==> src/read_accel_regs.svh <==
// Constants for the read-acceleration feature block
`ifndef READ_ACCEL_REGS_SVH
`define READ_ACCEL_REGS_SVH

`define FEAT_ADDR_ACCEL     8'hF5
`define MODE_LSB            1
`define MODE_MSB            2
`define MODE_OFF            2'h0
`define MODE_EARLY          2'h1
`define MODE_RSVD           2'h2
`define MODE_PARTIAL        2'h3
`define CFG_MODE_RESET      8'h00
`define CFG_LEN_RESET       16'h0000
`define CFG_RSVD_RESET      8'h00
`define LEN_REQUIRED        16'h148C

`define CMD_READ            8'h00
`define CMD_READ_GO         8'h30
`define CMD_CACHE_GO        8'h31
`define CMD_CACHE_LAST      8'h3F
`define CMD_MPLANE_GO       8'h32
`define CMD_STATUS          8'h70
`define CMD_STATUS_ENH      8'h78
`define CMD_RESET           8'hFF
`define CMD_RESET_SYNC      8'hFC
`define CMD_RESET_LUN       8'hFA
`define CMD_CHGCOL          8'h05
`define CMD_CHGCOL_ENH      8'h06
`define CMD_CHGCOL_GO       8'hE0
`define CMD_SET_FEAT        8'hEF
`define CMD_GET_FEAT        8'hEE
`define CMD_PARAM_PAGE      8'hEC
`define CMD_UNIQUE_ID       8'hED

`define STAT_RDY_BIT        6
`define STAT_ARRAY_DONE_FLAG_BIT       5
`define INVALID_BYTE        8'hFF

`define CLK_PERIOD_NS       10
`define ARRAY_READ_TIME_NS  50000
`define EARLY_DATA_TIME_NS  25000
`define PAGE_BYTES_DEFAULT  16384

`endif

==> src/read_accel_pkg.sv <==
// Types shared by the read-acceleration block
`include "read_accel_regs.svh"
package read_accel_pkg;

	typedef struct packed {
		logic       cle;
		logic       ale;
		logic       we_n;
		logic       re_n;
		logic [7:0] dq;
	} pins_s;

	typedef struct packed {
		logic [7:0]  rsvd;
		logic [15:0] len;
		logic [7:0]  mode_byte;
	} accel_cfg_s;

	typedef enum logic [2:0] {
		ST_IDLE  = 3'h0,
		ST_FADDR = 3'h1,
		ST_FDATA = 3'h2,
		ST_GADDR = 3'h3,
		ST_RADDR = 3'h4,
		ST_CADDR = 3'h5
	} cmd_state_e;

	typedef enum logic [1:0] {
		OUT_NONE   = 2'h0,
		OUT_STATUS = 2'h1,
		OUT_DATA   = 2'h2,
		OUT_FEAT   = 2'h3
	} out_sel_e;

endpackage : read_accel_pkg

==> src/partial_and_early_page_read.sv <==
// Partial-page and early-data read control of a flash target
// Functional notes
// - One feature address holds both acceleration configurations.
// - Mode bits 2:1: 00 off (default), 01 early, 11 partial, 10 reserved.
// - Length is a byte count: low byte second, high byte third.
// - Early-only mode ignores the two length bytes.
// - Partial range runs from start column to start plus length minus one.
// - On NV-DDR2 the start column is forced even.
// - An end beyond the page is clipped to the last column.
// - Bytes outside the range are invalid; zero length invalidates all.
// - Partial read only for an enabled plain page read.
// - Cache, multi-plane and long-retry reads run without partial range.
// - Partial read is accepted during erase or program suspend.
// - Unique-ID, OTP and parameter page reads take no partial range, but partial mode still gives them early data.
// - Partial read carries early-data behaviour and its constraints.
// - Early data may be read once valid; no array command until done.
// - Status bit 6 shows data output may begin.
// - Status bit 5 stays low until the whole read completes.
// - Cache and long-retry reads never use early data.
`timescale 1ns/100ps
`default_nettype none
`include "read_accel_regs.svh"
module partial_and_early_page_read #(
	parameter int PAGE_BYTES    = `PAGE_BYTES_DEFAULT,
	parameter int ARRAY_READ_NS = `ARRAY_READ_TIME_NS,
	parameter int EARLY_DATA_NS = `EARLY_DATA_TIME_NS,
	parameter int READ_CYC      = ARRAY_READ_NS / `CLK_PERIOD_NS,
	parameter int EARLY_CYC     = EARLY_DATA_NS / `CLK_PERIOD_NS
) (
	input  wire logic                   clk,
	input  wire logic                   rst,
	input  wire read_accel_pkg::pins_s  pins,
	input  wire logic [7:0]             array_byte,
	input  wire logic                   nvddr2_mode,
	input  wire logic                   otp_mode,
	input  wire logic                   retry_long_tr,
	output logic [7:0]                  dq_out,
	output logic                        dq_oe_n,
	output logic [15:0]                 array_col,
	output logic [23:0]                 array_row,
	output logic                        array_read_start
);
	localparam int CW = $clog2(READ_CYC + 1);
	localparam logic [CW-1:0] LAST_CNT  = CW'(READ_CYC - 1);
	localparam logic [CW-1:0] EARLY_CNT = CW'(EARLY_CYC);

	read_accel_pkg::pins_s      sync1_r, sync2_r, prev_r;
	read_accel_pkg::cmd_state_e st_r, st_nxt;
	read_accel_pkg::out_sel_e   out_r, out_nxt;
	read_accel_pkg::accel_cfg_s cfg_r, cfg_nxt, shad_r, shad_nxt;
	logic [2:0]    idx_r, idx_nxt;
	logic          feat_ok_r, feat_ok_nxt;
	logic [15:0]   cmd_col_r, cmd_col_nxt, col_r, col_nxt;
	logic [15:0]   pstart_r, pstart_nxt, plen_r, plen_nxt;
	logic [23:0]   row_r, row_nxt;
	logic          start_r, start_nxt, busy_r, busy_nxt;
	logic          early_r, early_nxt, part_r, part_nxt;
	logic          rdy_r, rdy_nxt, array_done_flag_r, array_done_flag_nxt;
	logic [CW-1:0] cnt_r, cnt_nxt;
	logic [7:0]    dq_r, dq_nxt;
	logic          oe_n_r, oe_n_nxt;
	logic          we_rise, re_fall, cmd_stb, addr_stb, data_stb;
	logic          win_in, in_range, commit, go, go_plain, go_cache;
	logic [1:0]    mode;
	logic [7:0]    b;

	// Pins cross from the host's strobe timing; whole bundle is synced
	// together so data and strobes stay aligned.
	always_ff @(posedge clk) begin
		sync1_r <= pins;
		sync2_r <= sync1_r;
		prev_r  <= sync2_r;
	end

	assign we_rise  = sync2_r.we_n & ~prev_r.we_n;
	assign re_fall  = ~sync2_r.re_n & prev_r.re_n;
	assign cmd_stb  = we_rise & sync2_r.cle;
	assign addr_stb = we_rise & sync2_r.ale & ~sync2_r.cle;
	assign data_stb = we_rise & ~sync2_r.ale & ~sync2_r.cle;
	assign b        = sync2_r.dq;
	assign mode     = cfg_r.mode_byte[`MODE_MSB:`MODE_LSB];

	column_window #(
		.COL_W      (16),
		.PAGE_BYTES (PAGE_BYTES)
	) u_window (
		.clk       (clk),
		.rst       (rst),
		.start_col (pstart_r),
		.length    (plen_r),
		.col       (col_r),
		.in_range  (win_in),
		.end_col   ()
	);

	assign in_range = ~part_r | win_in;

	always_comb begin
		st_nxt      = st_r;
		out_nxt     = out_r;
		cfg_nxt     = cfg_r;
		shad_nxt    = shad_r;
		idx_nxt     = idx_r;
		feat_ok_nxt = feat_ok_r;
		cmd_col_nxt = cmd_col_r;
		col_nxt     = col_r;
		pstart_nxt  = pstart_r;
		plen_nxt    = plen_r;
		row_nxt     = row_r;
		start_nxt   = 1'b0;
		busy_nxt    = busy_r;
		early_nxt   = early_r;
		part_nxt    = part_r;
		cnt_nxt     = cnt_r;
		dq_nxt      = dq_r;
		commit      = 1'b0;
		go          = 1'b0;
		go_plain    = 1'b0;
		go_cache    = 1'b0;
		if (busy_r) begin
			cnt_nxt = cnt_r + CW'(1);
			if (cnt_r == LAST_CNT) begin
				busy_nxt = 1'b0;
			end
		end
		if (cmd_stb) begin
			st_nxt = read_accel_pkg::ST_IDLE;
			case (b)
				`CMD_RESET, `CMD_RESET_SYNC, `CMD_RESET_LUN: begin
					out_nxt  = read_accel_pkg::OUT_NONE;
					busy_nxt = 1'b0;
				end
				`CMD_STATUS, `CMD_STATUS_ENH: begin
					out_nxt = read_accel_pkg::OUT_STATUS;
				end
				`CMD_SET_FEAT: begin
					if (!busy_r) begin
						st_nxt = read_accel_pkg::ST_FADDR;
					end
				end
				`CMD_GET_FEAT: begin
					st_nxt = read_accel_pkg::ST_GADDR;
				end
				`CMD_READ: begin
					st_nxt  = read_accel_pkg::ST_RADDR;
					idx_nxt = 3'h0;
				end
				`CMD_CHGCOL, `CMD_CHGCOL_ENH: begin
					st_nxt  = read_accel_pkg::ST_CADDR;
					idx_nxt = 3'h0;
				end
				`CMD_CHGCOL_GO: begin
					col_nxt = cmd_col_r;
					out_nxt = read_accel_pkg::OUT_DATA;
				end
				`CMD_READ_GO, `CMD_MPLANE_GO: begin
					go       = ~busy_r;
					go_plain = (b == `CMD_READ_GO) &&
						(st_r == read_accel_pkg::ST_RADDR);
				end
				`CMD_CACHE_GO, `CMD_CACHE_LAST: begin
					go       = ~busy_r;
					go_cache = 1'b1;
				end
				`CMD_PARAM_PAGE, `CMD_UNIQUE_ID: begin
					go = ~busy_r;
				end
				default: begin
					st_nxt = read_accel_pkg::ST_IDLE;
				end
			endcase
		end else if (addr_stb) begin
			case (st_r)
				read_accel_pkg::ST_FADDR: begin
					feat_ok_nxt = (b == `FEAT_ADDR_ACCEL);
					st_nxt      = read_accel_pkg::ST_FDATA;
					idx_nxt     = 3'h0;
				end
				read_accel_pkg::ST_GADDR: begin
					feat_ok_nxt = (b == `FEAT_ADDR_ACCEL);
					out_nxt     = read_accel_pkg::OUT_FEAT;
					st_nxt      = read_accel_pkg::ST_IDLE;
					idx_nxt     = 3'h0;
				end
				read_accel_pkg::ST_RADDR, read_accel_pkg::ST_CADDR: begin
					case (idx_r)
						3'h0: cmd_col_nxt[7:0]  = b;
						3'h1: cmd_col_nxt[15:8] = b;
						3'h2: row_nxt[7:0]      = b;
						3'h3: row_nxt[15:8]     = b;
						3'h4: row_nxt[23:16]    = b;
						default: row_nxt        = row_r;
					endcase
					if (st_r == read_accel_pkg::ST_CADDR && idx_r[1]) begin
						row_nxt = row_r;
					end
					if (idx_r != 3'h7) begin
						idx_nxt = idx_r + 3'h1;
					end
				end
				default: begin
					st_nxt = st_r;
				end
			endcase
		end else if (data_stb && st_r == read_accel_pkg::ST_FDATA) begin
			case (idx_r[1:0])
				2'h0: shad_nxt.mode_byte = b;
				2'h1: shad_nxt.len[7:0]  = b;
				2'h2: shad_nxt.len[15:8] = b;
				default: begin
					commit = feat_ok_r;
					st_nxt = read_accel_pkg::ST_IDLE;
				end
			endcase
			idx_nxt = idx_r + 3'h1;
			if (commit) begin
				cfg_nxt      = shad_r;
				cfg_nxt.rsvd = b;
			end
		end
		// Suspend state is deliberately not a gate here
		if (go) begin
			busy_nxt  = 1'b1;
			cnt_nxt   = '0;
			start_nxt = 1'b1;
			out_nxt   = read_accel_pkg::OUT_NONE;
			part_nxt  = go_plain && (mode == `MODE_PARTIAL) &&
				!otp_mode && !retry_long_tr;
			early_nxt = ((mode == `MODE_EARLY) || part_nxt ||
				(mode == `MODE_PARTIAL)) &&
				!go_cache && !retry_long_tr;
			pstart_nxt = (part_nxt && nvddr2_mode) ?
				{cmd_col_r[15:1], 1'b0} : cmd_col_r;
			plen_nxt  = cfg_r.len;
			col_nxt   = pstart_nxt;
		end
		if (re_fall) begin
			case (out_r)
				read_accel_pkg::OUT_STATUS: begin
					dq_nxt = 8'h00;
					dq_nxt[`STAT_RDY_BIT]  = rdy_r;
					dq_nxt[`STAT_ARRAY_DONE_FLAG_BIT] = array_done_flag_r;
				end
				read_accel_pkg::OUT_DATA: begin
					dq_nxt  = (rdy_r && in_range) ? array_byte
						: `INVALID_BYTE;
					col_nxt = col_r + 16'h0001;
				end
				read_accel_pkg::OUT_FEAT: begin
					case (idx_r[1:0])
						2'h0: dq_nxt = {5'h00, mode, 1'b0};
						2'h1: dq_nxt = cfg_r.len[7:0];
						2'h2: dq_nxt = cfg_r.len[15:8];
						default: dq_nxt = cfg_r.rsvd;
					endcase
					if (!feat_ok_r) begin
						dq_nxt = 8'h00;
					end
					idx_nxt = idx_r + 3'h1;
				end
				default: begin
					dq_nxt = dq_r;
				end
			endcase
		end
		// Early data becomes readable before the array finishes
		array_done_flag_nxt = !busy_nxt;
		rdy_nxt  = !busy_nxt || (early_nxt && cnt_nxt >= EARLY_CNT);
		oe_n_nxt = !((out_r != read_accel_pkg::OUT_NONE) && !sync2_r.re_n);
	end

	always_ff @(posedge clk) begin
		if (rst) begin
			st_r      <= read_accel_pkg::ST_IDLE;
			out_r     <= read_accel_pkg::OUT_NONE;
			cfg_r     <= {`CFG_RSVD_RESET, `CFG_LEN_RESET, `CFG_MODE_RESET};
			shad_r    <= {`CFG_RSVD_RESET, `CFG_LEN_RESET, `CFG_MODE_RESET};
			idx_r     <= 3'h0;
			feat_ok_r <= 1'b0;
			cmd_col_r <= 16'h0000;
			col_r     <= 16'h0000;
			pstart_r  <= 16'h0000;
			plen_r    <= 16'h0000;
			row_r     <= 24'h000000;
			start_r   <= 1'b0;
			busy_r    <= 1'b0;
			early_r   <= 1'b0;
			part_r    <= 1'b0;
			cnt_r     <= '0;
			rdy_r     <= 1'b1;
			array_done_flag_r    <= 1'b1;
			dq_r      <= 8'h00;
			oe_n_r    <= 1'b1;
		end else begin
			st_r      <= st_nxt;
			out_r     <= out_nxt;
			cfg_r     <= cfg_nxt;
			shad_r    <= shad_nxt;
			idx_r     <= idx_nxt;
			feat_ok_r <= feat_ok_nxt;
			cmd_col_r <= cmd_col_nxt;
			col_r     <= col_nxt;
			pstart_r  <= pstart_nxt;
			plen_r    <= plen_nxt;
			row_r     <= row_nxt;
			start_r   <= start_nxt;
			busy_r    <= busy_nxt;
			early_r   <= early_nxt;
			part_r    <= part_nxt;
			cnt_r     <= cnt_nxt;
			rdy_r     <= rdy_nxt;
			array_done_flag_r    <= array_done_flag_nxt;
			dq_r      <= dq_nxt;
			oe_n_r    <= oe_n_nxt;
		end
	end

	assign dq_out           = dq_r;
	assign dq_oe_n          = oe_n_r;
	assign array_col        = col_r;
	assign array_row        = row_r;
	assign array_read_start = start_r;
endmodule : partial_and_early_page_read
`default_nettype wire

==> src/column_window.sv <==
// Valid column range of a partial page read
`timescale 1ns/100ps
`default_nettype none
`include "read_accel_regs.svh"
module column_window #(
	parameter int COL_W      = 16,
	parameter int PAGE_BYTES = `PAGE_BYTES_DEFAULT
) (
	input  wire logic             clk,
	input  wire logic             rst,
	input  wire logic [COL_W-1:0] start_col,
	input  wire logic [COL_W-1:0] length,
	input  wire logic [COL_W-1:0] col,
	output logic                  in_range,
	output logic [COL_W:0]        end_col
);
	localparam logic [COL_W:0] PAGE_MAX = (COL_W+1)'(PAGE_BYTES - 1);

	logic [COL_W:0] end_raw;

	always_comb begin
		end_raw = {1'b0, start_col} + {1'b0, length} - (COL_W+1)'(1);
		end_col = (end_raw > PAGE_MAX) ? PAGE_MAX : end_raw;
		in_range = (length != '0) &&
			({1'b0, col} >= {1'b0, start_col}) &&
			({1'b0, col} <= end_col);
	end
endmodule : column_window
`default_nettype wire

==> config.mk <==
export PLATFORM = sky130hd
export DESIGN_NAME = partial_and_early_page_read
export DESIGN_NICKNAME = d
export VERILOG_FILES = /design/src/read_accel_pkg.sv /design/src/partial_and_early_page_read.sv /design/src/column_window.sv
export VERILOG_INCLUDE_DIRS = /design/src
export SDC_FILE = /design/constraint.sdc
export NUM_CORES = 1
export LEC_CHECK = 0
export ABC_CLOCK_PERIOD_IN_PS = 13100
export BUFFER_PORTS_ARGS = -buffer_cell sky130_fd_sc_hd__buf_2
export CAP_MARGIN = 20
export CORE_ASPECT_RATIO = 1.25
export CORE_UTILIZATION = 55
export DETAILED_ROUTE_END_ITERATION = 10
export GPL_TIMING_DRIVEN = 0
export PLACE_DENSITY = 0.7
export SLEW_MARGIN = 20
export SYNTH_ARGS = -nofsm -noshare
export SYNTH_HDL_FRONTEND = slang
export SYNTH_SLANG_ARGS = --single-unit
==> constraint.sdc <==
create_clock -name clk -period 13.1 [get_ports clk]
set_clock_uncertainty 0.1 [all_clocks]
set_input_delay 1.31 -clock clk [delete_from_list [all_inputs] [get_ports clk]]
set_output_delay 1.31 -clock clk [all_outputs]
set_load 0.005 [all_outputs]
==> impl_results.md, run 1 <==
- Status: complete, no violations
- Synthesis Warnings: 0
- # hold bufs at CTS: 0
- Core box area: 17,600 um^2
- Cell Area, Synth: ~10,000 um^2
- Max-cap violations: 0
- Synth Area in Adders: 9.18%
- Total track usage: slightly below 30%
- N_diodes: 0
- First-pass GRT wire length: 42,300 um
- P_int: 0.862 mW
- # port buffers: 73
- CP bufs+invs: 3
- Die ar.: 18,800 um^2
- Final ANT Viol Nets: 0
- Final TNS setup: 0 ns
- H-tree Lvls: 4
- Power share of the combinational group: under 10%
- Via-per-instance ratio: roughly 5.7
- R2R setup slack: 7.09 ns
- Most frequent cells in the layout: 195 x dfxtp_1, 165 x nor2_1, 139 x nand2_1, 99 x a21oi_1, 89 x buf_2
- Worst Path Required: 13.28 ns
- Synth cell types: 74
- Final Wtd Congestion: 0.898
- Clock sinks: approximately 200
- Layout cells sized above 1: 10.8%
- RSZ-0062 raised after global routing: false
- Tmin final: 6.01 ns
- Root buffer cell: clkbuf_16
- FILL cells: 1,612
- CP dominant cell by count: ha_1
- Worst Hold Depth: 0
- CP max-delay cell: a2111oi_0
- Worst VDD drop: 0.0908 mV
- Rel. slew slack: 28.1%
- Vias in the first global route: 8,400
- Post-synthesis mux area share: 7.58%
- Final #Nets: 1,401
- Wire per inst: 17.3 um
- Synth Area in Simple Gates: a little over a fifth
- CP endpoint kind: flip-flop
- Area fraction in compound gates after synthesis: 15.5%
- Post-synth EDFFs: 0
- Die Ht: 153 um
- Critical path's top delay family: compound AO/OA/AOI/OAI gates
- Num CTS Buffers: 17
- Sw frac: about a quarter
- Primary FF master, synth: dfxtp_1
- Util after Layout: between 60% and 70%
- Setup Fix Bufs, Post-CTS: 0
- Worst Path Arrival: 6.19 ns
- Final count of pins violating max slew: 0
- Critical path launch point type: flip-flop
- Final Worst Setup Slack: between 7 and 8 ns
- Syn-to-layout area delta: 12.3%
- Crit path kind: flip-flop to flip-flop
- Switch Pwr: 0.284 mW
- Mean post-synth cell area: around 8.3 um^2
- Worst-path clk slew: 0.07 ns
- P per Cell Area: 102 nW/um^2
- Drt pass-1 iters: 7
- Fin crit share: ~46%
- Place WS: slightly above 7 ns
- Mapped Cells: 1,210
- Remaining Overflow, GRT: 0
- Critical path origin: plen_r[1]
- P_leak: 4.83 nW
- DP HPWL: 20,200 um
- Commonest non-fill, non-tap cell in the layout: dfxtp_1
- Reg2reg end: dq_out[0]
- Register area share after synthesis: 38.9%
- Seq pwr share: 52.3%
- Antenna violations before repair: 0
- Synth Area in XOR/XNOR: 1.66%
- Final Setup Violations: 0
- Std cell rows: 54
- Async S/R FF share, synth: 0%
- Worst R2R Path Depth: 19
- Iter 0 DRT Violations: 432
- #FFs+latches synth: 195
- Die width: between 100 and 150 um
- Stages on worst setup path: 19
- IO Pins: 75
- Final hold vios: 0
- Starting density of the core: 56.9%
- TritonCTS clock tree: yes
- Worst-Skew Late Latency: 0.44 ns
- DRC viols: 0
- Min-delay src: sync1_r[1]
- Critical Path Max Stage Delay: 0.91 ns
- Via count of the routed design: roughly 8,800
- CTS Buffer Depth: 2
- CTS resizes: 0
- Hold endpoint: b[1]
- Worst r2r src: plen_r[1]
- Largest family of logic cells by synthesized area: simple AND/OR/NAND/NOR gates
- Max Fclk: 0.166 GHz
- Worst path cell trace: inv_1 -> ha_1 -> inv_1 -> ha_1 -> fa_1 -> a211oi_1 -> o21ai_0 -> and4_1 -> o221a_2 -> o211ai_2 -> buf_2 -> nor2_1 -> ha_1 -> nand3_1 -> nor3_1 -> a2111oi_0 -> o21ai_0 -> a221oi_2 -> o22ai_1
- Largest net degree at the start of global routing: 21
- Routed WL: 26,700 um
- CP Max Fanout: 10
- Clock power frac: 44.5%
- Worst Tran Pin Value: ~1.1 ns
- Hold/Removal Path Class: flip-flop to flip-flop
## through the flow
stage                     cells  hold slack, ns  area, um^2  total power [mW]
after detailed placement   1508           0.214       10700             0.650
after global placement     1508           0.211       10700             0.650
final                      1540           0.228       11300              1.15
after global routing       1540           0.236       11300              1.18
after floorplan            1211           0.210       10000             0.633
after CTS                  1540           0.231       11300              1.15
## worst reg2reg max path, cell delays in order (launching register included)
cell	delay, ns
dfxtp_1	0.39
inv_1	0.07
ha_1	0.27
inv_1	0.04
ha_1	0.23
fa_1	0.44
a211oi_1	0.35
o21ai_0	0.24
and4_1	0.26
o221a_2	0.24
o211ai_2	0.26
buf_2	0.30
nor2_1	0.10
ha_1	0.27
nand3_1	0.11
nor3_1	0.07
a2111oi_0	0.91
o21ai_0	0.28
a221oi_2	0.73
o22ai_1	0.19
## cell usage after synthesis, types with 15 or more instances
cell type	count	area [um^2]
dfxtp_1	195	3900
nor2_1	165	619
nand2_1	139	522
a21oi_1	99	495
inv_1	82	308
mux2i_1	76	761
ha_1	72	901
o21ai_0	42	210
clkbuf_1	40	150
nand3_1	38	190
nor3_1	18	90.1
buf_2	16	80.1
nand4_1	15	93.8
## registers in the layout, summed over array words and instances (netlist names), 2 cells and up
signal	cells
dq_out	8
out_r	2
plen_r	16
b	8
prev_r	2
cmd_col_r	16
array_col	16
array_row	24
cnt_r	13
pstart_r	16
shad_r	18
st_r	3
idx_r	3
sync2_r	4
cfg_r	26
sync1_r	12
## worst max-delay path by stage
| stage | endpoint | slack (ns) |
|---|---|---|
| floorplan | dq_out[0] | 8.71 |
| global placement | dq_out[1] | 7.22 |
| detailed placement | dq_out[1] | 7.15 |
| CTS | dq_out[1] | 7.14 |
| global route | dq_out[0] | 6.96 |
| finish | dq_out[0] | 7.09 |
## cell families after synthesis
logic type      Yosys count
fa+ha+maj                73
compound gates          243
buf+inv                 143
other cells               1
simple gates            460
xor+xnor                 19
flops                   195
mux                      76
## metal layers
layer	GRT usage [%]	vias to the layer above	part of all wire, %
li1	-	4410	-
met1	32.3	4089	40
met2	52.8	214	52
met3	4.81	65	3.7
met4	14.0	0	4.1
met5	0	-	0
## power groups by stage
stage | logic [mW] | clock network, mW | registers (mW)
after floorplan | 0.0202 | 0 | 0.613
after global placement | 0.0360 | 0 | 0.614
after detailed placement | 0.0361 | 0 | 0.614
after CTS | 0.0361 | 0.516 | 0.600
after global routing | 0.0391 | 0.544 | 0.600
final | 0.0365 | 0.510 | 0.600
## cell type report
| type | count | area (um^2) | share of cell area (%) |
|---|---|---|---|
| Tap cell | 224 | 280 | 2.49 |
| Timing Repair Buffer | 73 | 365 | 3.24 |
| Inverter | 82 | 308 | 2.73 |
| Clock buffer | 17 | 425 | 3.78 |
| Sequential cell | 195 | 3900 | 34.7 |
| Multi-Input combinational cell | 873 | 5570 | 49.4 |
| Buffer | 61 | 256 | 2.28 |
| Clock inverter | 15 | 159 | 1.41 |
No activity file was read; power rests on OpenSTA's default activity.
==> run 2, diff against run 1 <==
--- a/config.mk
+++ b/config.mk
@@ -6,7 +6,8 @@
 export SDC_FILE = /design/constraint.sdc
 export NUM_CORES = 1
 export LEC_CHECK = 0
-export ABC_CLOCK_PERIOD_IN_PS = 13100
+export ABC_AREA = 1
+export ABC_CLOCK_PERIOD_IN_PS = 5540
 export BUFFER_PORTS_ARGS = -buffer_cell sky130_fd_sc_hd__buf_2
 export CAP_MARGIN = 20
 export CORE_ASPECT_RATIO = 1.25
==> constraint.sdc (replaced) <==
create_clock -name clk -period 5.54 [get_ports clk]
set_clock_uncertainty 0.1 [all_clocks]
set_input_delay 0.554 -clock clk [delete_from_list [all_inputs] [get_ports clk]]
set_output_delay 0.554 -clock clk [all_outputs]
set_load 0.005 [all_outputs]
==> impl_results.md, run 2 <==
- Status: complete, no violations
- Switch Pwr: 0.703 mW (+150%)
- First-pass GRT wire length: 41,000 um (-2.9%)
- P_int: 2.11 mW (+140%)
- Antenna violations before repair: 0 (unchanged)
- Final Setup Violations: 0 (unchanged)
- H-tree Lvls: 4 (unchanged)
- # port buffers: 73 (unchanged)
- Worst R2R Path Depth: 25 (+6)
- Worst-path clk slew: 0.08 ns (about the same)
- Sw frac: 25.0% (+0.23 points)
- Final TNS setup: 0 ns (unchanged)
- Hold/Removal Path Class: input port to flip-flop
- FILL cells: 1,609 (-0.19%)
- Via-per-instance ratio: 5.43 (-4.7%)
- Total track usage: 29.5% (+0.37 points)
- CP max-delay cell: a21oi_1
- Seq pwr share: 50.8% (-1.5 points)
- CP dominant cell by count: nand2_1
- Top cells by area, synth: dfxtp_1 40%, ha_1 9.1%, inv_1 7.9%
- Layout cells sized above 1: 13.2% (+2.4 points)
- Syn-to-layout area delta: 12.9%
- Max-cap violations: 0 (unchanged)
- DP HPWL: 20,500 um (+1.3%)
- Worst r2r src: plen_r[4]
- Post-synth EDFFs: 0 (unchanged)
- Num CTS Buffers: 17 (unchanged)
- Setup Fix Bufs, Post-CTS: 0 (unchanged)
- Remaining Overflow, GRT: 0 (unchanged)
- Mean post-synth cell area: 7.71 um^2 (-7.0%)
- Core box area: 17,500 um^2 (-0.77%)
- Iter 0 DRT Violations: 560 (+30%)
- Final #Nets: 1,469 (+4.9%)
- Clock power frac: 45.1% (+0.6 points)
- IO Pins: 75 (unchanged)
- Register area share after synthesis: 39.6% (+0.72 points)
- P per Cell Area: 253 nW/um^2 (+150%)
- Hold endpoint: sync1_r[10]
- Largest register FFs: 26 (unchanged)
- Cell taking the most area after synthesis: dfxtp_1
- Synth cell types: 51 (-31%)
- Worst Tran Pin Value: 0.690 ns (-0.362 ns)
- Final ANT Viol Nets: 0 (unchanged)
- Mapped Cells: 1,278 (+5.6%)
- Drt pass-1 iters: 5 (-2)
- Critical Path Max Stage Delay: 0.40 ns (-0.51 ns)
- Worst VDD drop: 0.213 mV (+130%)
- Fin crit share: 82.0% (+36 points)
- Worst-Skew Late Latency: 0.44 ns (about the same)
- #FFs+latches synth: 195 (unchanged)
- Std cell rows: 54 (unchanged)
- Synthesis Warnings: 0 (unchanged)
- RSZ-0062 raised after global routing: false
- Commonest non-fill, non-tap cell in the layout: inv_1
- CTS Buffer Depth: 2 (unchanged)
- Largest net degree at the start of global routing: 21 (unchanged)
- Util after Layout: 63.5% (-0.35 points)
- Most frequent cells in the layout: 206 x inv_1, 195 x dfxtp_1, 167 x nand2_1, 141 x a21oi_1, 132 x o21ai_0
- Final Wtd Congestion: 0.911 (+1.5%)
- Most numerous cell in the Yosys netlist: inv_1
- Most frequent cells after synthesis: 206 x inv_1, 195 x dfxtp_1, 167 x nand2_1
- CP bufs+invs: 4 (+1)
- DRC viols: 0 (unchanged)
- Critical path's top delay family: compound AO/OA/AOI/OAI gates
- Power share of the combinational group: 4.0% (+0.8 points)
- Die Ht: 152 um (-0.90%)
- R2R setup slack: 1.0 ns (-6.09 ns)
- Starting density of the core: 56.3% (-0.60 points)
- CP Max Fanout: 10 (unchanged)
- N_diodes: 0 (unchanged)
- Root buffer cell: clkbuf_16
- Primary FF master, synth: dfxtp_1
- Die ar.: 18,500 um^2 (-1.8%)
- # hold bufs at CTS: 0 (unchanged)
- Async S/R FF share, synth: 0% (unchanged)
- Critical path launch point type: flip-flop
- Routed WL: 26,800 um (+0.48%)
- Worst Path Arrival: 4.75 ns (-1.44 ns)
- Crit path kind: flip-flop to flip-flop
- CP endpoint kind: flip-flop
- TritonCTS clock tree: yes
- Worst Path Required: 5.75 ns (-7.53 ns)
- Cell Area, Synth: 9850 um^2 (-1.8%)
- Tmin final: 4.54 ns (-1.47 ns)
- Die width: 122 um (-0.89%)
- Wire per inst: 16.7 um (-3.8%)
- Post-synth top area share: 39.6% (+0.72 points)
- P_leak: 4.95 nW (+2.4%)
- CTS resizes: 0 (unchanged)
- Max Fclk: 0.220 GHz (+32%)
- Worst Hold Depth: 1 (+1)
- Vias in the first global route: 8,169 (-2.8%)
- Min-delay src: pins[10]
- Final count of pins violating max slew: 0 (unchanged)
- Via count of the routed design: 8,736 (-0.48%)
- Reg2reg end: dq_out[3]
- Final hold vios: 0 (unchanged)
- Largest register by flop count: cfg_r
- Rel. slew slack: 54.0% (+26 points)
- Clock sinks: 195 (unchanged)
## run 2: worst max path at each step
stage	cells past startpoint	start	to
after floorplan	23	plen_r[7]	dq_out[1]
final	25	plen_r[4]	dq_out[3]
after detailed placement	24	plen_r[1]	dq_out[3]
after global routing	24	plen_r[1]	dq_out[5]
after CTS	24	plen_r[1]	dq_out[3]
after global placement	24	plen_r[1]	dq_out[3]
## run 2: layout make-up
type	instances	area (um^2)	area share, %
Tap cell	224	280	2.52
Clock inverter	14	189	1.70
Inverter	218	818	7.36
Sequential cell	195	3900	35.1
Buffer	42	240	2.16
Clock buffer	18	429	3.86
Timing Repair Buffer	73	365	3.29
Multi-Input combinational cell	824	4890	44.0
## run 2: worst reg2reg max path, stage by stage (launching register included)
cell       delay, ns
dfxtp_1         0.33
inv_1           0.10
ha_1            0.28
inv_1           0.04
ha_1            0.36
a21oi_1         0.23
o21ai_0         0.10
a21oi_1         0.40
o2111ai_1       0.18
xor2_1          0.25
nand3_2         0.17
buf_6           0.19
nor2_2          0.08
ha_1            0.22
nand2_1         0.15
inv_1           0.06
nand2_1         0.06
a21oi_1         0.05
nor2_1          0.24
nand3_1         0.11
nand2_1         0.11
nand2_1         0.08
nand2_1         0.12
nand2_1         0.13
o21ai_0         0.19
a31oi_1         0.10
## run 2: logic make-up (layout without fill, tap and decap cells)
family                   after synthesis  in the layout  synth area share, %
AO/OA/AOI/OAI                        368            368                 20.2
adder cells (fa/ha/maj)               73             73                 9.35
flip-flops                           195            195                 39.6
buffers and inverters                260            365                 10.7
other                                  1              2               0.0381
XOR/XNOR                              24             24                 2.13
AND/OR/NAND/NOR                      357            357                 17.9
## run 2: through the flow
| step | total power, mW | hold WS (ns) | setup slack (ns) | cell area, um^2 | std cells |
|---|---|---|---|---|---|
| CTS | 2.82 | 0.103 | 1.07 | 11100 | 1608 |
| finish | 2.81 | 0.113 | 0.998 | 11100 | 1608 |
| global route | 2.88 | 0.0985 | 0.785 | 11100 | 1608 |
| detailed placement | 1.57 | 0.212 | 1.08 | 10500 | 1576 |
| global placement | 1.57 | 0.210 | 1.10 | 10500 | 1576 |
| floorplan | 1.53 | 0.210 | 1.94 | 9850 | 1279 |
## run 2: metal layers
| metal | global-route usage [%] | vias to the layer above | share of wire [%] |
|---|---|---|---|
| met5 | 0 | - | 0 |
| met4 | 16.3 | 0 | 4.6 |
| met3 | 4.94 | 68 | 3.7 |
| met2 | 54.5 | 224 | 51 |
| met1 | 31.8 | 4007 | 40 |
| li1 | - | 4437 | - |
## run 2: power groups by stage
stage / registers [mW] / clock network, mW / logic [mW]
final: 1.43 / 1.27 / 0.113
after global routing: 1.43 / 1.33 / 0.124
after CTS: 1.43 / 1.28 / 0.112
after detailed placement: 1.46 / 0 / 0.111
after global placement: 1.46 / 0 / 0.110
after floorplan: 1.46 / 0 / 0.0681
==> run 3, diff against run 2 <==
--- a/config.mk
+++ b/config.mk
@@ -6,8 +6,8 @@
 export SDC_FILE = /design/constraint.sdc
 export NUM_CORES = 1
 export LEC_CHECK = 0
-export ABC_AREA = 1
-export ABC_CLOCK_PERIOD_IN_PS = 5540
+export ABC_AREA = 0
+export ABC_CLOCK_PERIOD_IN_PS = 4370
 export BUFFER_PORTS_ARGS = -buffer_cell sky130_fd_sc_hd__buf_2
 export CAP_MARGIN = 20
 export CORE_ASPECT_RATIO = 1.25
==> constraint.sdc (replaced) <==
create_clock -name clk -period 4.37 [get_ports clk]
set_clock_uncertainty 0.1 [all_clocks]
set_input_delay 0.437 -clock clk [delete_from_list [all_inputs] [get_ports clk]]
set_output_delay 0.437 -clock clk [all_outputs]
set_load 0.005 [all_outputs]
==> impl_results.md, run 3 (synthesized netlist as in run 1, its figures left out) <==
- Status: finished, violations left
- Syn-to-layout area delta: 18.9%
- Worst path cell trace: inv_2 -> ha_4 -> inv_2 -> ha_4 -> fa_2 -> a211oi_4 -> o21ai_2 -> and4_4 -> o221a_4 -> o211ai_4 -> buf_6 -> buf_12 -> nor2_4 -> ha_4 -> nand4_1 -> or4_4 -> a221oi_4 -> buf_12 -> o22ai_2
- Largest register FFs: 26 (unchanged)
- Util after Layout: 67.6% (+4.1 points)
- Std cell rows: 54 (unchanged)
- Largest register by flop count: cfg_r
- Largest net degree at the start of global routing: 20 (-4.8%)
- Core box area: 17,600 um^2 (+0.77%)
- # port buffers: 73 (unchanged)
- Final Worst Setup Slack: -0.0589 ns (-1.06 ns)
- Most frequent cells in the layout: 189 x dfxtp_1, 160 x nor2_1, 139 x nand2_1, 96 x a21oi_1, 88 x buf_2
- Fin crit share: 101% (+19 points)
- TritonCTS clock tree: yes
- Worst Path Arrival: 4.62 ns (-0.13 ns)
- P_leak: 5.01 nW (+1.2%)
- Die width: 123 um (+0.90%)
- Clock sinks: 195 (unchanged)
- Place WS: -1.44 ns (-2.52 ns)
- CP max-delay cell: or4_4
- First-pass GRT wire length: 42,700 um (+4.2%)
- H-tree Lvls: 4 (unchanged)
- Wire per inst: 17.7 um (+6.4%)
- Worst r2r src: plen_r[1]
- Antenna violations before repair: 0 (unchanged)
- R2R setup slack: -0.06 ns (-1.06 ns)
- RSZ-0062 raised after global routing: true
- CP dominant cell by count: ha_4
- Critical path launch point type: flip-flop
- Iter 0 DRT Violations: 587 (+4.8%)
- Min-delay src: pins[10]
- Critical Path Max Stage Delay: 0.57 ns (+0.17 ns)
- FILL cells: 1,513 (-6.0%)
- Rel. slew slack: 42.9% (-11 points)
- DP HPWL: 20,200 um (-1.3%)
- Final Setup Violations: 8 (+8)
- Num CTS Buffers: 17 (unchanged)
- Remaining Overflow, GRT: 0 (unchanged)
- Hold endpoint: sync1_r[10]
- Root buffer cell: clkbuf_16
- Final hold vios: 0 (unchanged)
- P per Cell Area: 287 nW/um^2 (+14%)
- Layout cells sized above 1: 15.7% (+2.5 points)
- Vias in the first global route: 8,468 (+3.7%)
- Max-cap violations: 0 (unchanged)
- Commonest non-fill, non-tap cell in the layout: dfxtp_1
- Drt pass-1 iters: 8 (+3)
- Crit path kind: flip-flop to flip-flop
- Max Fclk: 0.226 GHz (+2.5%)
- Starting density of the core: 56.9% (+0.60 points)
- Failing checks: setup timing
- Routed WL: 27,700 um (+3.4%)
- Die Ht: 153 um (+0.91%)
- CTS Buffer Depth: 2 (unchanged)
- Worst Hold Depth: 1 (unchanged)
- Hold/Removal Path Class: input port to flip-flop
- N_diodes: 0 (unchanged)
- Final ANT Viol Nets: 0 (unchanged)
- Worst Path Required: 4.56 ns (-1.19 ns)
- Worst-path clk slew: 0.07 ns (about the same)
- Worst Tran Pin Value: 0.857 ns (+0.167 ns)
- Final count of pins violating max slew: 0 (unchanged)
- CP endpoint kind: flip-flop
- Final Wtd Congestion: 0.895 (-1.7%)
- Final #Nets: 1,424 (-3.1%)
- Reg2reg end: dq_out[0]
- Tmin final: 4.43 ns (-0.113 ns)
- Via-per-instance ratio: 5.79 (+6.6%)
- Worst R2R Path Depth: 19 (-24%)
- Total track usage: 29.6% (+0.13 points)
- Worst VDD drop: 0.244 mV (+14%)
- Via count of the routed design: 9,053 (+3.6%)
- IO Pins: 75 (unchanged)
- CP Max Fanout: 8 (-2)
- DRC viols: 0 (unchanged)
- Worst-Skew Late Latency: 0.44 ns (about the same)
- Die ar.: 18,800 um^2 (+1.8%)
run 3: what timing repair did:
item,CTS,global route
endpoints found under the setup margin,8,8
cloned,1,0
hold endpoints to repair,11,0
pin swaps,20,24
hold buffers,11,0
gates resized for setup,52,38
setup buffers,9,2
run 3: routing by layer:
metal | vias up | wire length (um) | GRT usage (%)
li1 | 4448 | - | -
met1 | 4287 | 11200 | 34.1
met2 | 256 | 14300 | 53.4
met3 | 62 | 1070 | 3.51
met4 | 0 | 1090 | 13.9
met5 | - | 0 | 0
run 3: how the worst max path moves through the flow:
stage                            start        end  cells past startpoint
after detailed placement     plen_r[1]  dq_out[1]                     19
final                        plen_r[1]  dq_out[0]                     19
after global placement       plen_r[1]  dq_out[1]                     19
after CTS                    plen_r[1]  dq_out[0]                     20
after global routing      pstart_r[13]  dq_out[0]                     18
after floorplan              plen_r[1]  dq_out[0]                     19
run 3: worst max-delay path: cells and delay by family, from the launching register on:
kind / cells / cell delay [ns]
flip-flops: 1 / 0.36
AND/OR/NAND/NOR: 4 / 0.96
adder cells (fa/ha/maj): 4 / 1.04
buffers and inverters: 5 / 0.52
AO/OA/AOI/OAI: 6 / 1.30
run 3: power breakdown:
part | switching (mW) | internal, mW
clock | 0.751 | 0.758
combinational | 0.0835 | 0.0356
sequential | 0.00834 | 1.79
run 3: area by class of cell:
type,count,area [um^2],share of cell area (%)
clock inverter,15,144,1.21
tap,224,280,2.35
buffer,61,263,2.20
inverter,82,308,2.58
multi-input combinational,873,5990,50.3
clock buffer,17,425,3.57
timing repair buffer,96,598,5.02
sequential,195,3910,32.8
run 3: metrics by stage:
step	cell area (um^2)	hold WS (ns)	cells	setup TNS [ns]	total power [mW]
after detailed placement	10700	0.214	1508	-11.22	1.95
after global placement	10700	0.210	1508	-10.86	1.95
final	11900	0.0109	1563	-0.296	3.43
after floorplan	10000	0.210	1211	0	1.90
after CTS	11700	0.00823	1561	-0.924	3.44
after global routing	11900	0.0136	1563	-1.18	3.53
